--- src/hw/gcme_pkg.sv ---
// Purpose: shared constants and types for the gated counter mode engine
// Assumes: 16-bit counter channel, plain register port with 3-bit address
// Notes: register offsets and the gate-control codes are fixed here

package gcme_pkg;

   localparam int DATA_W = 16;
   localparam int ADDR_W = 3;

   // register offsets
   localparam logic [2:0] REG_MODE = 3'h0;
   localparam logic [2:0] REG_LOAD = 3'h1;
   localparam logic [2:0] REG_HOLD = 3'h2;
   localparam logic [2:0] REG_CMD = 3'h3;
   localparam logic [2:0] REG_COUNT = 3'h4;
   localparam logic [2:0] REG_STATUS = 3'h5;

   // gate_control_field encodings
   localparam logic [3:0] GATE_NONE = 4'h0;
   localparam logic [3:0] GATE_LEVEL = 4'h1;
   localparam logic [3:0] GATE_EDGE = 4'h2;

   // command register bit positions
   localparam int CMD_ARM_BIT = 0;
   localparam int CMD_DISARM_BIT = 1;
   localparam int CMD_LOAD_BIT = 2;
   localparam int CMD_RESET_BIT = 3;

   // reset values and the count step of one
   localparam logic [15:0] MODE_RESET = 16'h0000;
   localparam logic [15:0] LOAD_RESET = 16'h0000;
   localparam logic [15:0] HOLD_RESET = 16'h0000;
   localparam logic [15:0] COUNT_RESET = 16'h0000;
   localparam logic [15:0] COUNT_ONE = 16'h0001;

   typedef struct packed {
      logic [3:0] gate_control_field;
      logic [4:0] rsv_hi;
      logic special_gate_bit;
      logic reload_source_bit;
      logic repeat_select_bit;
      logic [2:0] rsv_lo;
      logic toggle_on_terminal_count;
   } gcme_mode_t;

   typedef struct packed {
      logic [10:0] rsv;
      logic out;
      logic terminal_count;
      logic second_phase;
      logic triggered;
      logic armed;
   } gcme_status_t;

   typedef enum logic {
      PHASE_FIRST,
      PHASE_SECOND
   } gcme_phase_t;

endpackage

--- src/hw/gcme_counter.sv ---
// Purpose: mode engine of one 16-bit counter channel with gating and reload
// Assumes: source and gate are synchronous to i_clock, active high
// Notes: one source edge per clock at most; edges found by a one-cycle delay

`timescale 1ns/1ns

module gcme_counter #(
   parameter int DATA_W = gcme_pkg::DATA_W,
   parameter int ADDR_W = gcme_pkg::ADDR_W
) (
   // clock, reset, enable
   input wire logic i_clock,
   input wire logic i_sys_rst,
   input wire logic i_clock_en,
   // register port
   input wire logic [ADDR_W-1:0] i_addr,
   input wire logic [DATA_W-1:0] i_wdata,
   input wire logic i_wr,
   input wire logic i_rd,
   output logic [DATA_W-1:0] o_rdata,
   // channel pins
   input wire logic i_source,
   input wire logic i_gate,
   output logic o_out
);

   gcme_pkg::gcme_mode_t mode;
   logic [DATA_W-1:0] load_reg;
   logic [DATA_W-1:0] hold_reg;
   logic [DATA_W-1:0] count;
   logic armed;
   logic triggered;
   logic tc_active;
   logic end_pending;
   logic out_tog;
   gcme_pkg::gcme_phase_t phase;
   logic src_prev;
   logic gate_prev;

   // register decode
   wire wr_mode = i_wr & (i_addr == gcme_pkg::REG_MODE);
   wire wr_load = i_wr & (i_addr == gcme_pkg::REG_LOAD);
   wire wr_hold = i_wr & (i_addr == gcme_pkg::REG_HOLD);
   wire wr_cmd = i_wr & (i_addr == gcme_pkg::REG_CMD);
   wire cmd_arm = wr_cmd & i_wdata[gcme_pkg::CMD_ARM_BIT];
   wire cmd_disarm = wr_cmd & i_wdata[gcme_pkg::CMD_DISARM_BIT];
   wire cmd_load = wr_cmd & i_wdata[gcme_pkg::CMD_LOAD_BIT];
   wire cmd_reset = wr_cmd & i_wdata[gcme_pkg::CMD_RESET_BIT];

   // pin edges
   wire src_edge = i_source & ~src_prev;
   wire gate_rise = i_gate & ~gate_prev;
   wire gate_fall = ~i_gate & gate_prev;

   // mode decode
   wire is_level =
      (mode.gate_control_field == gcme_pkg::GATE_LEVEL);
   wire is_edge =
      (mode.gate_control_field == gcme_pkg::GATE_EDGE);
   wire alt_reload = mode.reload_source_bit;
   wire repeat_on = mode.repeat_select_bit;
   wire release_disarm = mode.special_gate_bit & is_edge;

   // gate qualification: none passes all, level follows the pin,
   // edge follows the trigger latch so the pin is ignored once fired
   wire gate_ok = is_edge ? triggered :
                  is_level ? i_gate :
                  1'b1;

   // a counter in the terminal state always counts, whatever the gate
   wire count_edge = src_edge & (tc_active | (armed & gate_ok));
   wire hit_tc = count_edge & ~tc_active & (count == gcme_pkg::COUNT_ONE);
   wire leave_tc = count_edge & tc_active;

   wire first_phase = (phase == gcme_pkg::PHASE_FIRST);
   // the end of a count cycle is the only tc in Load-only modes, else
   // the second tc of the Hold-then-Load pair
   wire final_tc = ~alt_reload | ~first_phase;
   wire [DATA_W-1:0] reload_val =
      (alt_reload & first_phase) ? hold_reg :
      load_reg;

   // the end-of-cycle stop or disarm is deferred to the edge that leaves the terminal state
   wire stop_now = leave_tc & end_pending;
   wire auto_disarm = stop_now & ~repeat_on;
   wire edge_disarm = release_disarm & gate_fall & armed;
   wire disarm_any = cmd_disarm | cmd_reset | auto_disarm | edge_disarm;
   // only an armed counter can be triggered, and only once per cycle
   wire do_trigger =
      is_edge & gate_rise & armed & ~triggered;
   // repeating edge modes stay armed but wait for a new gate edge
   wire trig_clear = disarm_any | (stop_now & is_edge);

   // next values
   logic [DATA_W-1:0] next_count;
   logic next_armed;
   logic next_triggered;
   logic next_tc;
   logic next_end;
   logic next_tog;
   logic next_out;
   gcme_pkg::gcme_phase_t next_phase;

   always_comb begin
      next_count = count;
      if (cmd_reset | cmd_load) begin
         next_count = load_reg;
      end else if (hit_tc) begin
         next_count = reload_val;
      end else if (count_edge) begin
         // release disarm leaves count_edge low outside the terminal state, so the count holds
         next_count = count - gcme_pkg::COUNT_ONE;
      end
   end

   always_comb begin
      // an arm command wins over a disarm raised in the same cycle
      if (cmd_arm) begin
         next_armed = 1'b1;
      end else if (disarm_any) begin
         next_armed = 1'b0;
      end else begin
         next_armed = armed;
      end
   end

   always_comb begin
      if (trig_clear) begin
         next_triggered = 1'b0;
      end else if (do_trigger) begin
         next_triggered = 1'b1;
      end else begin
         next_triggered = triggered;
      end
   end

   always_comb begin
      next_phase = phase;
      if (cmd_reset | cmd_load) begin
         next_phase = gcme_pkg::PHASE_FIRST;
      end else if (hit_tc & alt_reload) begin
         unique case (phase)
            gcme_pkg::PHASE_FIRST: begin
               next_phase = gcme_pkg::PHASE_SECOND;
            end
            gcme_pkg::PHASE_SECOND: begin
               next_phase = gcme_pkg::PHASE_FIRST;
            end
         endcase
      end
   end

   always_comb begin
      next_tc = tc_active;
      next_end = end_pending;
      if (cmd_reset | cmd_load) begin
         next_tc = 1'b0;
         next_end = 1'b0;
      end else if (hit_tc) begin
         next_tc = 1'b1;
         next_end = final_tc;
      end else if (leave_tc) begin
         next_tc = 1'b0;
         next_end = 1'b0;
      end
   end

   // toggled output gives delay then pulse, or Load low and Hold high
   assign next_tog = cmd_reset ? 1'b0 :
                     hit_tc ? ~out_tog :
                     out_tog;
   assign next_out = mode.toggle_on_terminal_count ? next_tog :
                     next_tc;

   // read mux; unmapped offsets read as zero
   gcme_pkg::gcme_status_t status;
   assign status = '{
      rsv: 11'h000,
      out: o_out,
      terminal_count: tc_active,
      second_phase: ~first_phase,
      triggered: triggered,
      armed: armed
   };
   wire [DATA_W-1:0] rd_mux =
      (i_addr == gcme_pkg::REG_MODE) ? mode :
      (i_addr == gcme_pkg::REG_LOAD) ? load_reg :
      (i_addr == gcme_pkg::REG_HOLD) ? hold_reg :
      (i_addr == gcme_pkg::REG_COUNT) ? count :
      (i_addr == gcme_pkg::REG_STATUS) ? status :
      16'h0000;

   // software registers
   always_ff @(posedge i_clock or posedge i_sys_rst) begin
      if (i_sys_rst) begin
         mode <= gcme_pkg::MODE_RESET;
         load_reg <= gcme_pkg::LOAD_RESET;
         hold_reg <= gcme_pkg::HOLD_RESET;
      end else if (i_clock_en) begin
         if (wr_mode) begin
            mode <= i_wdata;
         end
         if (wr_load) begin
            load_reg <= i_wdata;
         end
         if (wr_hold) begin
            hold_reg <= i_wdata;
         end
      end
   end

   // read data valid only in the cycle after the strobe
   always_ff @(posedge i_clock or posedge i_sys_rst) begin
      if (i_sys_rst) begin
         o_rdata <= 16'h0000;
      end else if (i_clock_en) begin
         o_rdata <= i_rd ? rd_mux : 16'h0000;
      end
   end

   // counter state
   always_ff @(posedge i_clock or posedge i_sys_rst) begin
      if (i_sys_rst) begin
         count <= gcme_pkg::COUNT_RESET;
         armed <= 1'b0;
         triggered <= 1'b0;
         phase <= gcme_pkg::PHASE_FIRST;
      end else if (i_clock_en) begin
         count <= next_count;
         armed <= next_armed;
         triggered <= next_triggered;
         phase <= next_phase;
      end
   end

   // terminal state, output and edge history
   always_ff @(posedge i_clock or posedge i_sys_rst) begin
      if (i_sys_rst) begin
         tc_active <= 1'b0;
         end_pending <= 1'b0;
         out_tog <= 1'b0;
         o_out <= 1'b0;
         src_prev <= 1'b0;
         gate_prev <= 1'b0;
      end else if (i_clock_en) begin
         tc_active <= next_tc;
         end_pending <= next_end;
         out_tog <= next_tog;
         o_out <= next_out;
         src_prev <= i_source;
         gate_prev <= i_gate;
      end
   end

endmodule

--- config.mk ---
export PLATFORM = sky130hd
export DESIGN_NAME = gcme_counter
export DESIGN_NICKNAME = d
export VERILOG_FILES = /design/src/hw/gcme_pkg.sv /design/src/hw/gcme_counter.sv
export SDC_FILE = /design/constraint.sdc
export NUM_CORES = 1
export LEC_CHECK = 0
export ABC_AREA = 0
export BUFFER_PORTS_ARGS = -buffer_cell sky130_fd_sc_hd__buf_2
export CAP_MARGIN = 20
export CORE_MARGIN = 3
export CORE_UTILIZATION = 55
export CTS_BUF_LIST = sky130_fd_sc_hd__clkbuf_8
export CTS_CLUSTER_DIAMETER = 100
export DETAILED_ROUTE_END_ITERATION = 10
export PLACE_DENSITY = 0.73
export SLEW_MARGIN = 25
export SYNTH_ARGS = -nofsm -noshare
export SYNTH_HDL_FRONTEND = slang
export SYNTH_SLANG_ARGS = --single-unit
--- constraint.sdc ---
create_clock -name i_clock -period 8.9 [get_ports i_clock]
set_input_delay 2.225 -clock i_clock [delete_from_list [all_inputs] [get_ports i_clock]]
set_output_delay 2.225 -clock i_clock [all_outputs]
set_load 0.02 [all_outputs]
==> results of run 1 <==
Yosys cell counts (7+ instances only):
cell       number
a21oi_1        40
a22oi_1        10
a2bb2oi_1      11
a31oi_1         9
buf_2          12
clkbuf_1       21
dfrtp_1        89
inv_1          22
mux2_2         43
mux2i_1        18
nand2_1        53
nand3_1         7
nor2_1         10
nor3_1          8
o211ai_1       11
o21ai_0        22
o221ai_1        9
o2bb2ai_1      16
critical path, stage by stage:
cell and delay, ns:
buf_2 0.39, and4b_1 0.33, o21ai_1 0.08, buf_4 0.23, o21ai_2 0.32, and2_1 0.69
a31oi_1 0.19
layer usage:
layer	vias to the layer above	share of wire, %
li1	1883	-
met1	2042	47
met2	187	45
met3	10	7.1
met4	0	0.88
met5	-	0
worst max-delay path by stage:
stage,cells after the start,from,to
4_1_cts,7,i_addr[0],count[8]
6_report,7,i_addr[0],count[8]
5_1_grt,6,i_addr[1],alt_reload
3_5_place_dp,7,i_addr[0],count[8]
2_1_floorplan,1,i_sys_rst,alt_reload
3_3_place_gp,5,i_clock_en,hold_reg[4]
power by group:
part	switching, mW	internal, mW	leakage (nW)
registers	0.129	0.500	1.09
logic	0.182	0.177	1.11
clock network	0.164	0.110	0.0997
total	0.475	0.786	2.30
through the flow:
| step | setup slack, ns | hold slack (ns) | cells |
|---|---|---|---|
| after CTS | 4.630 | 0.4962 | 629 |
| after detailed placement | 4.261 | 0.4684 | 613 |
| after global routing | 4.472 | 0.5019 | 629 |
| final | 4.627 | 0.4969 | 629 |
| after floorplan | 4.368 | 0.4811 | 495 |
| after global placement | 4.336 | 0.4682 | 612 |
final cells by class:
type                    count  area [um^2]
fillers                   733         3367
multi-input cells         346         2581
flip-flops and latches     89         2227
repair buffers             48        262.8
well taps                 108        135.1
clock buffers               9        123.9
inverters                  22        83.83
clock inverters             7        67.56
kinds of logic after synthesis:
logic type	count (synthesis)
XOR/XNOR	10
multiplexers	61
flip-flops	89
adder cells (fa/ha/maj)	2
AND/OR/NAND/NOR	110
buffers and inverters	60
AO/OA/AOI/OAI	163
==> qor.yml, run 1 <==
status:
  outcome: "completed"
grt:
  grt.met3_usage_pct: 4.710
  gr-usage-met1_pct: 42.14
  grt_usage_pct: 26.46
  grt_max_degree: 90
  grtUsageMet2_pct: 36.57
  top_usage_layer: "met1"
  grt_pass1_wl_um: 21410
  antenna_found_initial: 0
  grt_overflow_total: 0
  grt_pass1_vias: 3911
synth:
  syn_inst: 495
  yosysTopAreaCell: "dfrtp_1"
  dominantRegCellSynth: "dfrtp_1"
  synth_edf_count: 0
  synthArstFlopShare_pct: 100.0
  synth_nets: 523
  ys_ff_latch: 89
  synth_top_family_by_area: "compound AO/OA/AOI/OAI gates"
  yosys.area.top_type_share_pct: 44.00
  ys_warn_count: 0
  synth_fa_ha_area_share_pct: 0.4944
  synth-xor-area-share_pct: 1.731
  yosysSeqAreaShare_pct: 44.00
  synth_simple_gate_area_share_pct: 11.59
  yosys-top-cells-area: "dfrtp_1 (44%), mux2_2 (9.6%), a21oi_1 (4.0%), nand2_1 (3.9%), mux2i_1 (3.6%)"
  synthMuxAreaShare_pct: 13.13
  ys_types: 62
  netlist_area_um2: 5061
  synth_area_per_cell_um2: 10.22
  synth_compound_area_share_pct: 23.61
cts:
  clockBufferDepth: 2
  root_buffer: "clkbuf_8"
  path_clk_slew_ns: 0.09
  clk_latency_ns: 0.36
  h-tree-depth: 3
  cts_resized: 0
  clock_sinks: 89
  cts_setup_buffers: 0
  hold_buffers: 0
  cts_tree: "built"
  cts_buffers: 9
final_layout:
  mostFrequentLayoutCell: "dfrtp_1"
  fin_nets: 544
  final_util_pct: 61.95
  drive_gt1_share_pct: 25.72
  antenna_cells: 0
  final_area_um2: 5482
  synthToLayoutAreaGrowth_pct: 8.307
  final_cell_mix: "dfrtp_1 (89), nand2_1 (53), mux2_2 (43)"
floorplan:
  fp.dieW_um: 101.9
  rows: 34
  ioPinCount: 43
  start_util_pct: 57.20
  die_y_um: 101.9
  design.core.area_um2: 8848
  dieArea_um2: 10390
drt:
  viasPerCell: 6.553
  wire_per_inst_um: 20.88
  drc: 0
  via_count: 4122
  final_antenna_net_count: 0
  firstDrtPassIters: 5
  first_iter_violations: 394
  wirelength_um: 13130
power_and_ir_drop:
  p_leak_nw: 2.295
  p_per_area_nw_per_um2: 230.0
  vdd_drop_max_mv: 0.1252
  p_total_mw: 1.261
worst_setup_path:
  crit_type: "input pin to register"
  worst_r2r_path_depth: 5
  critPathCaptureType: "register"
  rr_endpoint: "count[8]"
  reg2reg_setup_slack_ns: 6.06
  path_max_fanout: 25
  cp_data_required_time_ns: 9.09
  arrival_ns: 4.47
  r2r-start: "mode[13]"
  cp-start-kind: "input pin"
sta:
  fmax_mhz: 234.1
  hold_viol: 0
  tightest_slew_ns: 0.9539
  finalMaxSlewViolations: 0
  slew_headroom_pct: 35.73
  rsz0062_at_grt: "false"
  final.period_utilization_pct: 48.01
  skew_ns: 0.01433
  setup_violations: 0
  fin_setup_tns_ns: 0
  timing.final.crit_period_ns: 4.273
worst_hold_path:
  hold_end: "o_rdata[5]"
  hold_start: "o_rdata[5]"
  hold_class: "register to register"
  min_path_cells: 1
placed_design:
  dp_hpwl_um: 9199
  portBuffers: 42
  gp_congestion: 1.004
  placed_area_um2: 5285
job:
  cap_viol_max_count: 0
No activity file was read; power rests on OpenSTA's default activity.
==> run 2: changes to the inputs <==
--- a/config.mk
+++ b/config.mk
@@ -5,7 +5,7 @@
 export SDC_FILE = /design/constraint.sdc
 export NUM_CORES = 1
 export LEC_CHECK = 0
-export ABC_AREA = 0
+export ABC_AREA = 1
 export BUFFER_PORTS_ARGS = -buffer_cell sky130_fd_sc_hd__buf_2
 export CAP_MARGIN = 20
 export CORE_MARGIN = 3
@@ -13,7 +13,7 @@
 export CTS_BUF_LIST = sky130_fd_sc_hd__clkbuf_8
 export CTS_CLUSTER_DIAMETER = 100
 export DETAILED_ROUTE_END_ITERATION = 10
-export PLACE_DENSITY = 0.73
+export PLACE_DENSITY = 0.76
 export SLEW_MARGIN = 25
 export SYNTH_ARGS = -nofsm -noshare
 export SYNTH_HDL_FRONTEND = slang
==> constraint.sdc (replaced) <==
create_clock -name i_clock -period 3.5 [get_ports i_clock]
set_input_delay 0.875 -clock i_clock [delete_from_list [all_inputs] [get_ports i_clock]]
set_output_delay 0.875 -clock i_clock [all_outputs]
set_load 0.02 [all_outputs]
==> qor.yml, run 2 <==
status:
  outcome: "completed"
drt:
  final_antenna_net_count: 0  # unchanged
  viasPerCell: 5.860  # -11%
  firstDrtPassIters: 5  # unchanged
  wirelength_um: 14050  # +7.0%
  via_count: 4788  # +16%
  wire_per_inst_um: 17.20  # -18%
  first_iter_violations: 501  # +27%
  drc: 0  # unchanged
placed_design:
  gp_congestion: 0.9252  # -7.8%
  portBuffers: 42  # unchanged
  dp_hpwl_um: 10280  # +12%
  dp_slack_ns: 0.8128  # -3.448 ns
  dp.cells: 801  # +31%
synth:
  ys_ff_latch: 89  # unchanged
  yosysTopAreaCell: "dfrtp_1"
  netlist_area_um2: 4921  # -2.8%
  synth_nets: 704  # +35%
  yosysSeqAreaShare_pct: 45.26  # +1.3 points
  ys_warn_count: 0  # unchanged
  yosys-top-cells-area: "dfrtp_1 (45%), nand2_1 (15%), o21ai_0 (8.6%), inv_1 (6.3%), nand3_1 (4.4%)"
  synth_edf_count: 0  # unchanged
  ys_types: 37  # -40%
  yosysMostFrequentCell: "nand2_1"
  synth_area_per_cell_um2: 7.280  # -29%
  yosys.area.top_type_share_pct: 45.26  # +1.3 points
  syn_inst: 676  # +37%
  netlist_top_cells_count: "nand2_1 (198), dfrtp_1 (89), o21ai_0 (85)"
  synthArstFlopShare_pct: 100.0  # unchanged
  dominantRegCellSynth: "dfrtp_1"
worst_hold_path:
  hold_class: "register to register"
sta:
  fin_setup_tns_ns: 0  # unchanged
  rsz0062_at_grt: "false"
  finalMaxSlewViolations: 0  # unchanged
  final.period_utilization_pct: 67.72
  timing.final.crit_period_ns: 2.370
  tightest_slew_ns: 0.9403  # -0.01368 ns
  setup_violations: 0  # unchanged
  fmax_mhz: 421.9
  slew_headroom_pct: 37.16  # +1.4 points
  hold_viol: 0  # unchanged
  skew_ns: 0.01446  # +0.0001334 ns
  setup_ws_ns: 1.130  # -3.498 ns
floorplan:
  fp.dieW_um: 100.6  # -1.3%
  ioPinCount: 43  # unchanged
  dieArea_um2: 10120  # -2.6%
  start_util_pct: 58.14  # +0.94 points
  design.core.area_um2: 8464  # -4.3%
  die_y_um: 100.6  # -1.3%
  rows: 33  # -2.9%
worst_setup_path:
  critPathBufInv: 2  # unchanged
  critPathCaptureType: "register"
  arrival_ns: 2.62  # -1.85 ns
  crit_family: "simple AND/OR/NAND/NOR gates"
  cp-start-kind: "input pin"
  cpMostUsedCell: "nand2_1"
  worst_path_max_delay_cell: "nand2_1"
  cp_data_required_time_ns: 3.75  # -5.34 ns
  crit_type: "input pin to register"
  path_max_fanout: 32  # +28%
  crit_chain: "buf_2 -> nor2_1 -> nand2_1 -> inv_2 -> nand2_1 -> o21ai_0"
  critical-path-max-stage-delay_ns: 0.58  # -0.11 ns
power_and_ir_drop:
  p_leak_nw: 2.766  # +20%
  vdd_drop_max_mv: 0.3363  # +170%
  p_per_area_nw_per_um2: 593.8  # +160%
grt:
  grt_pass1_wl_um: 22790  # +6.4%
  grt_pass1_vias: 4326  # +11%
  grt_max_degree: 90  # unchanged
  grt_overflow_total: 0  # unchanged
  grt_usage_pct: 28.99  # +2.5 points
  antenna_found_initial: 0  # unchanged
final_layout:
  drive_gt1_share_pct: 10.67  # -15 points
  antenna_cells: 0  # unchanged
  mostFrequentLayoutCell: "nand2_1"
  fin_nets: 735  # +35%
  fillCellCount: 750  # +2.3%
  final_cell_mix: "nand2_1 (198), dfrtp_1 (89), o21ai_0 (85)"
  synthToLayoutAreaGrowth_pct: 9.407
  fin_cells: 817  # +30%
job:
  cap_viol_max_count: 0  # unchanged
cts:
  clock_sinks: 89  # unchanged
  h-tree-depth: 3  # unchanged
  clk_latency_ns: 0.37  # about the same
  hold_buffers: 0  # unchanged
  cts_resized: 0  # unchanged
  cts_tree: "built"
  cts_buffers: 9  # unchanged
  root_buffer: "clkbuf_8"
  path_clk_slew_ns: 0.09  # about the same
  clockBufferDepth: 2  # unchanged
  cts_setup_buffers: 0  # unchanged
==> run 2: cell types whose count changed after synthesis, sizes merged, moves of 11 or more <==
cell | before | now
a31oi | 15 | 1
inv | 22 | 87
o2bb2ai | 16 | 0
mux2 | 43 | 0
a2bb2oi | 11 | 0
o21ai | 24 | 87
mux2i | 18 | 0
nor2 | 11 | 49
nand2 | 53 | 201
nand3 | 8 | 44
==> run 2: kinds of logic (layout without fill, tap and decap cells) <==
| logic type | Yosys count | after routing | share of synthesized area [%] |
|---|---|---|---|
| adder cells (fa/ha/maj) | 2 | 2 | 0.5084 |
| XOR/XNOR | 6 | 6 | 1.068 |
| buffers and inverters | 113 | 149 | 9.229 |
| AND/OR/NAND/NOR | 309 | 309 | 26.21 |
| AO/OA/AOI/OAI | 157 | 157 | 17.72 |
| flip-flops | 89 | 89 | 45.26 |
==> run 2: tightest hold or removal path: cells and delay by family, from the launching register on <==
kind,cells,cell delay (ns)
flip-flops,1,0.35
AND/OR/NAND/NOR,2,0.11
==> run 2: path summary, 6_finish.rpt <==
path / start / end / slack (ns) / cells after the start
max in group asynchronous: i_sys_rst / mode[6] / 2.55 / 3
min reg2reg: o_rdata[10] / o_rdata[10] / 0.49 / 2
min: o_rdata[10] / o_rdata[10] / 0.49 / 2
max reg2reg: mode[14] / count[5] / 1.44 / 8
max: i_addr[2] / hold_reg[5] / 1.13 / 6
min in group asynchronous: i_sys_rst / mode[14] / 0.59 / 3
==> run 2: where the power goes <==
group          switching [mW]  internal, mW  leakage (nW)  total (mW)
combinational           0.625         0.322          1.54       0.947
sequential              0.235          1.25          1.13        1.49
clock                   0.416         0.345         0.100       0.761
total                    1.28          1.92          2.77        3.20
==> run 2: metal layers <==
metal	global-route usage [%]	up-vias	part of all wire, %
met3	6.782	27	9.3
met4	9.430	0	2.4
met5	0	-	0
met1	43.53	2266	45
met2	41.32	231	43
li1	-	2264	-
==> run 2: layout make-up <==
cell class,count,area (um^2),share of cell area [%]
clock buffer,9,123.9,2.301
tap,105,131.4,2.440
clock inverter,7,85.08,1.580
sequential,89,2227,41.37
multi-input combinational,474,2240,41.60
timing repair buffer,45,245.2,4.555
inverter,88,331.6,6.158
==> run 2: per-stage QoR <==
stage	total power, mW	area, um^2	util (%)	hold WS [ns]
2_1_floorplan	2.112	4921	-	0.4457
3_3_place_gp	2.393	5175	61.14	0.4595
3_5_place_dp	2.420	5175	61.14	0.4619
4_1_cts	3.178	5384	63.61	0.4866
5_1_grt	3.411	5384	63.61	0.5065
6_report	3.197	5384	63.61	0.4901
==> run 3: changes to the inputs <==
==> constraint.sdc (replaced) <==
create_clock -name i_clock -period 2.05 [get_ports i_clock]
set_input_delay 0.5125 -clock i_clock [delete_from_list [all_inputs] [get_ports i_clock]]
set_output_delay 0.5125 -clock i_clock [all_outputs]
set_load 0.02 [all_outputs]
==> qor.yml, run 3 (synthesized netlist as in run 2, its figures left out) <==
status:
  outcome: "completed"
sta:
  skew_ns: 0.01737  # +0.002902 ns
  rsz0062_at_grt: "false"
  fmax_mhz: 524.6
  tightest_slew_ns: 0.7113  # -0.2290 ns
  timing.final.crit_period_ns: 1.906
  setup_violations: 0  # unchanged
  slew_headroom_pct: 52.53  # +15 points
  final.period_utilization_pct: 92.98
  hold_viol: 0  # unchanged
  finalMaxSlewViolations: 0  # unchanged
final_layout:
  drive_gt1_share_pct: 13.01  # +2.3 points
  final_cell_mix: "nand2_1 (198), dfrtp_1 (89), o21ai_0 (84)"
  synthToLayoutAreaGrowth_pct: 12.94
  fin_nets: 753  # +2.4%
  final_util_pct: 65.66  # +2.1 points
  mostFrequentLayoutCell: "nand2_1"
  antenna_cells: 0  # unchanged
power_and_ir_drop:
  p_leak_nw: 2.859  # +3.4%
  vdd_drop_max_mv: 0.6149  # +83%
  p_total_mw: 5.417  # +69%
  p_per_area_nw_per_um2: 974.6  # +64%
cts:
  clockBufferDepth: 2  # unchanged
  cts_resized: 0  # unchanged
  root_buffer: "clkbuf_8"
  cts_buffers: 9  # unchanged
  cts_tree: "built"
  path_clk_slew_ns: 0.11  # +0.02 ns
  hold_buffers: 0  # unchanged
  clock_sinks: 89  # unchanged
  clk_latency_ns: 0.37  # about the same
  h-tree-depth: 3  # unchanged
  cts_setup_buffers: 0  # unchanged
grt:
  grt_pass1_wl_um: 23030  # +1.1%
  grt_pass1_vias: 4435  # +2.5%
  grt_max_degree: 38  # -58%
  grt_overflow_total: 0  # unchanged
  grt_usage_pct: 29.49  # +0.50 points
  antenna_found_initial: 0  # unchanged
drt:
  final_antenna_net_count: 0  # unchanged
  first_iter_violations: 559  # +12%
  viasPerCell: 5.756  # -1.8%
  firstDrtPassIters: 5  # unchanged
  drc: 0  # unchanged
  wire_per_inst_um: 17.02  # -1.0%
  wirelength_um: 14220  # +1.2%
  via_count: 4806  # +0.38%
worst_setup_path:
  worst_path_max_delay_cell: "dfrtp_1"
  crit_chain: "nor2_1 -> nand2_1 -> nor2_4 -> nand2_4 -> o21ai_1 -> o211ai_1 -> nand2_1 -> nand2_1"
  crit_type: "register to register"
  critPathBufInv: 0  # -2
  crit_family: "simple AND/OR/NAND/NOR gates"
  critical-path-max-stage-delay_ns: 0.47  # -0.11 ns
  critPathCaptureType: "register"
  cp-start-kind: "register"
  cpMostUsedCell: "nand2_1"
  arrival_ns: 2.17  # -0.45 ns
  cp_data_required_time_ns: 2.31  # -1.44 ns
  path_max_fanout: 18  # -44%
job:
  cap_viol_max_count: 0  # unchanged
placed_design:
  portBuffers: 42  # unchanged
  gp_congestion: 0.9671  # +4.5%
  dp_hpwl_um: 10750  # +4.5%
floorplan:
  design.core.area_um2: 8464  # unchanged
  die_y_um: 100.6  # unchanged
  rows: 33  # unchanged
  ioPinCount: 43  # unchanged
  dieArea_um2: 10120  # unchanged
  start_util_pct: 58.14  # unchanged
  fp.dieW_um: 100.6  # unchanged
worst_hold_path:
  hold_class: "input pin to asynchronous set/reset pin"
run 3: changes by cell type in the layout (fill, tap and decap cells not counted), sizes merged:
cell / previous run / this run
buf: 45 / 63
bufinv: 1 / 0
clkinv: 2 / 3
clkinvlp: 2 / 3
inv: 90 / 89
run 3: final timing paths:
path                       cells past startpoint       start  slack (ns)           to
hold reg to reg                                2  o_rdata[1]        0.49   o_rdata[1]
setup reg to reg                               8    count[8]        0.14     count[7]
setup / recovery                               8    count[8]        0.14     count[7]
hold / removal                                 2   i_sys_rst        0.11     mode[15]
min in group i_clock                           3    i_source        0.36     src_prev
max in group asynchronous                      3   i_sys_rst        1.39  load_reg[3]
run 3: power by group:
| part | internal, mW | total, mW | switching [mW] |
|---|---|---|---|
| sequential | 2.14 | 2.54 | 0.400 |
| combinational | 0.590 | 1.67 | 1.08 |
| clock | 0.477 | 1.20 | 0.728 |
run 3: layout make-up:
type | instances | area [um^2]
Inverter | 88 | 340.3
Clock buffer | 9 | 123.9
Multi-Input combinational cell | 474 | 2245
Clock inverter | 7 | 72.57
Timing Repair Buffer | 63 | 417.9
Tap cell | 105 | 131.4
Fill cell | 780 | 2907
Sequential cell | 89 | 2227
run 3: through the flow:
step	instance area, um^2	hold WS [ns]	std cells	setup TNS, ns	worst slack, ns
final	5558	0.1091	835	0	0.1439
after global routing	5558	0.1206	835	0	0.01129
after CTS	5547	0.1070	835	0	0.03293
after detailed placement	5350	0.4608	819	-0.1943	-0.03442
after global placement	5350	0.4604	819	0	0.04832
after floorplan	4925	0.4457	676	0	0.4116
run 3: layer usage:
layer	up-vias	track usage, %	part of all wire [%]
met1	2247	45.16	47
met4	0	9.741	2.4
met5	-	0	0
met2	235	40.91	42
li1	2301	-	-
met3	23	7.197	9.4
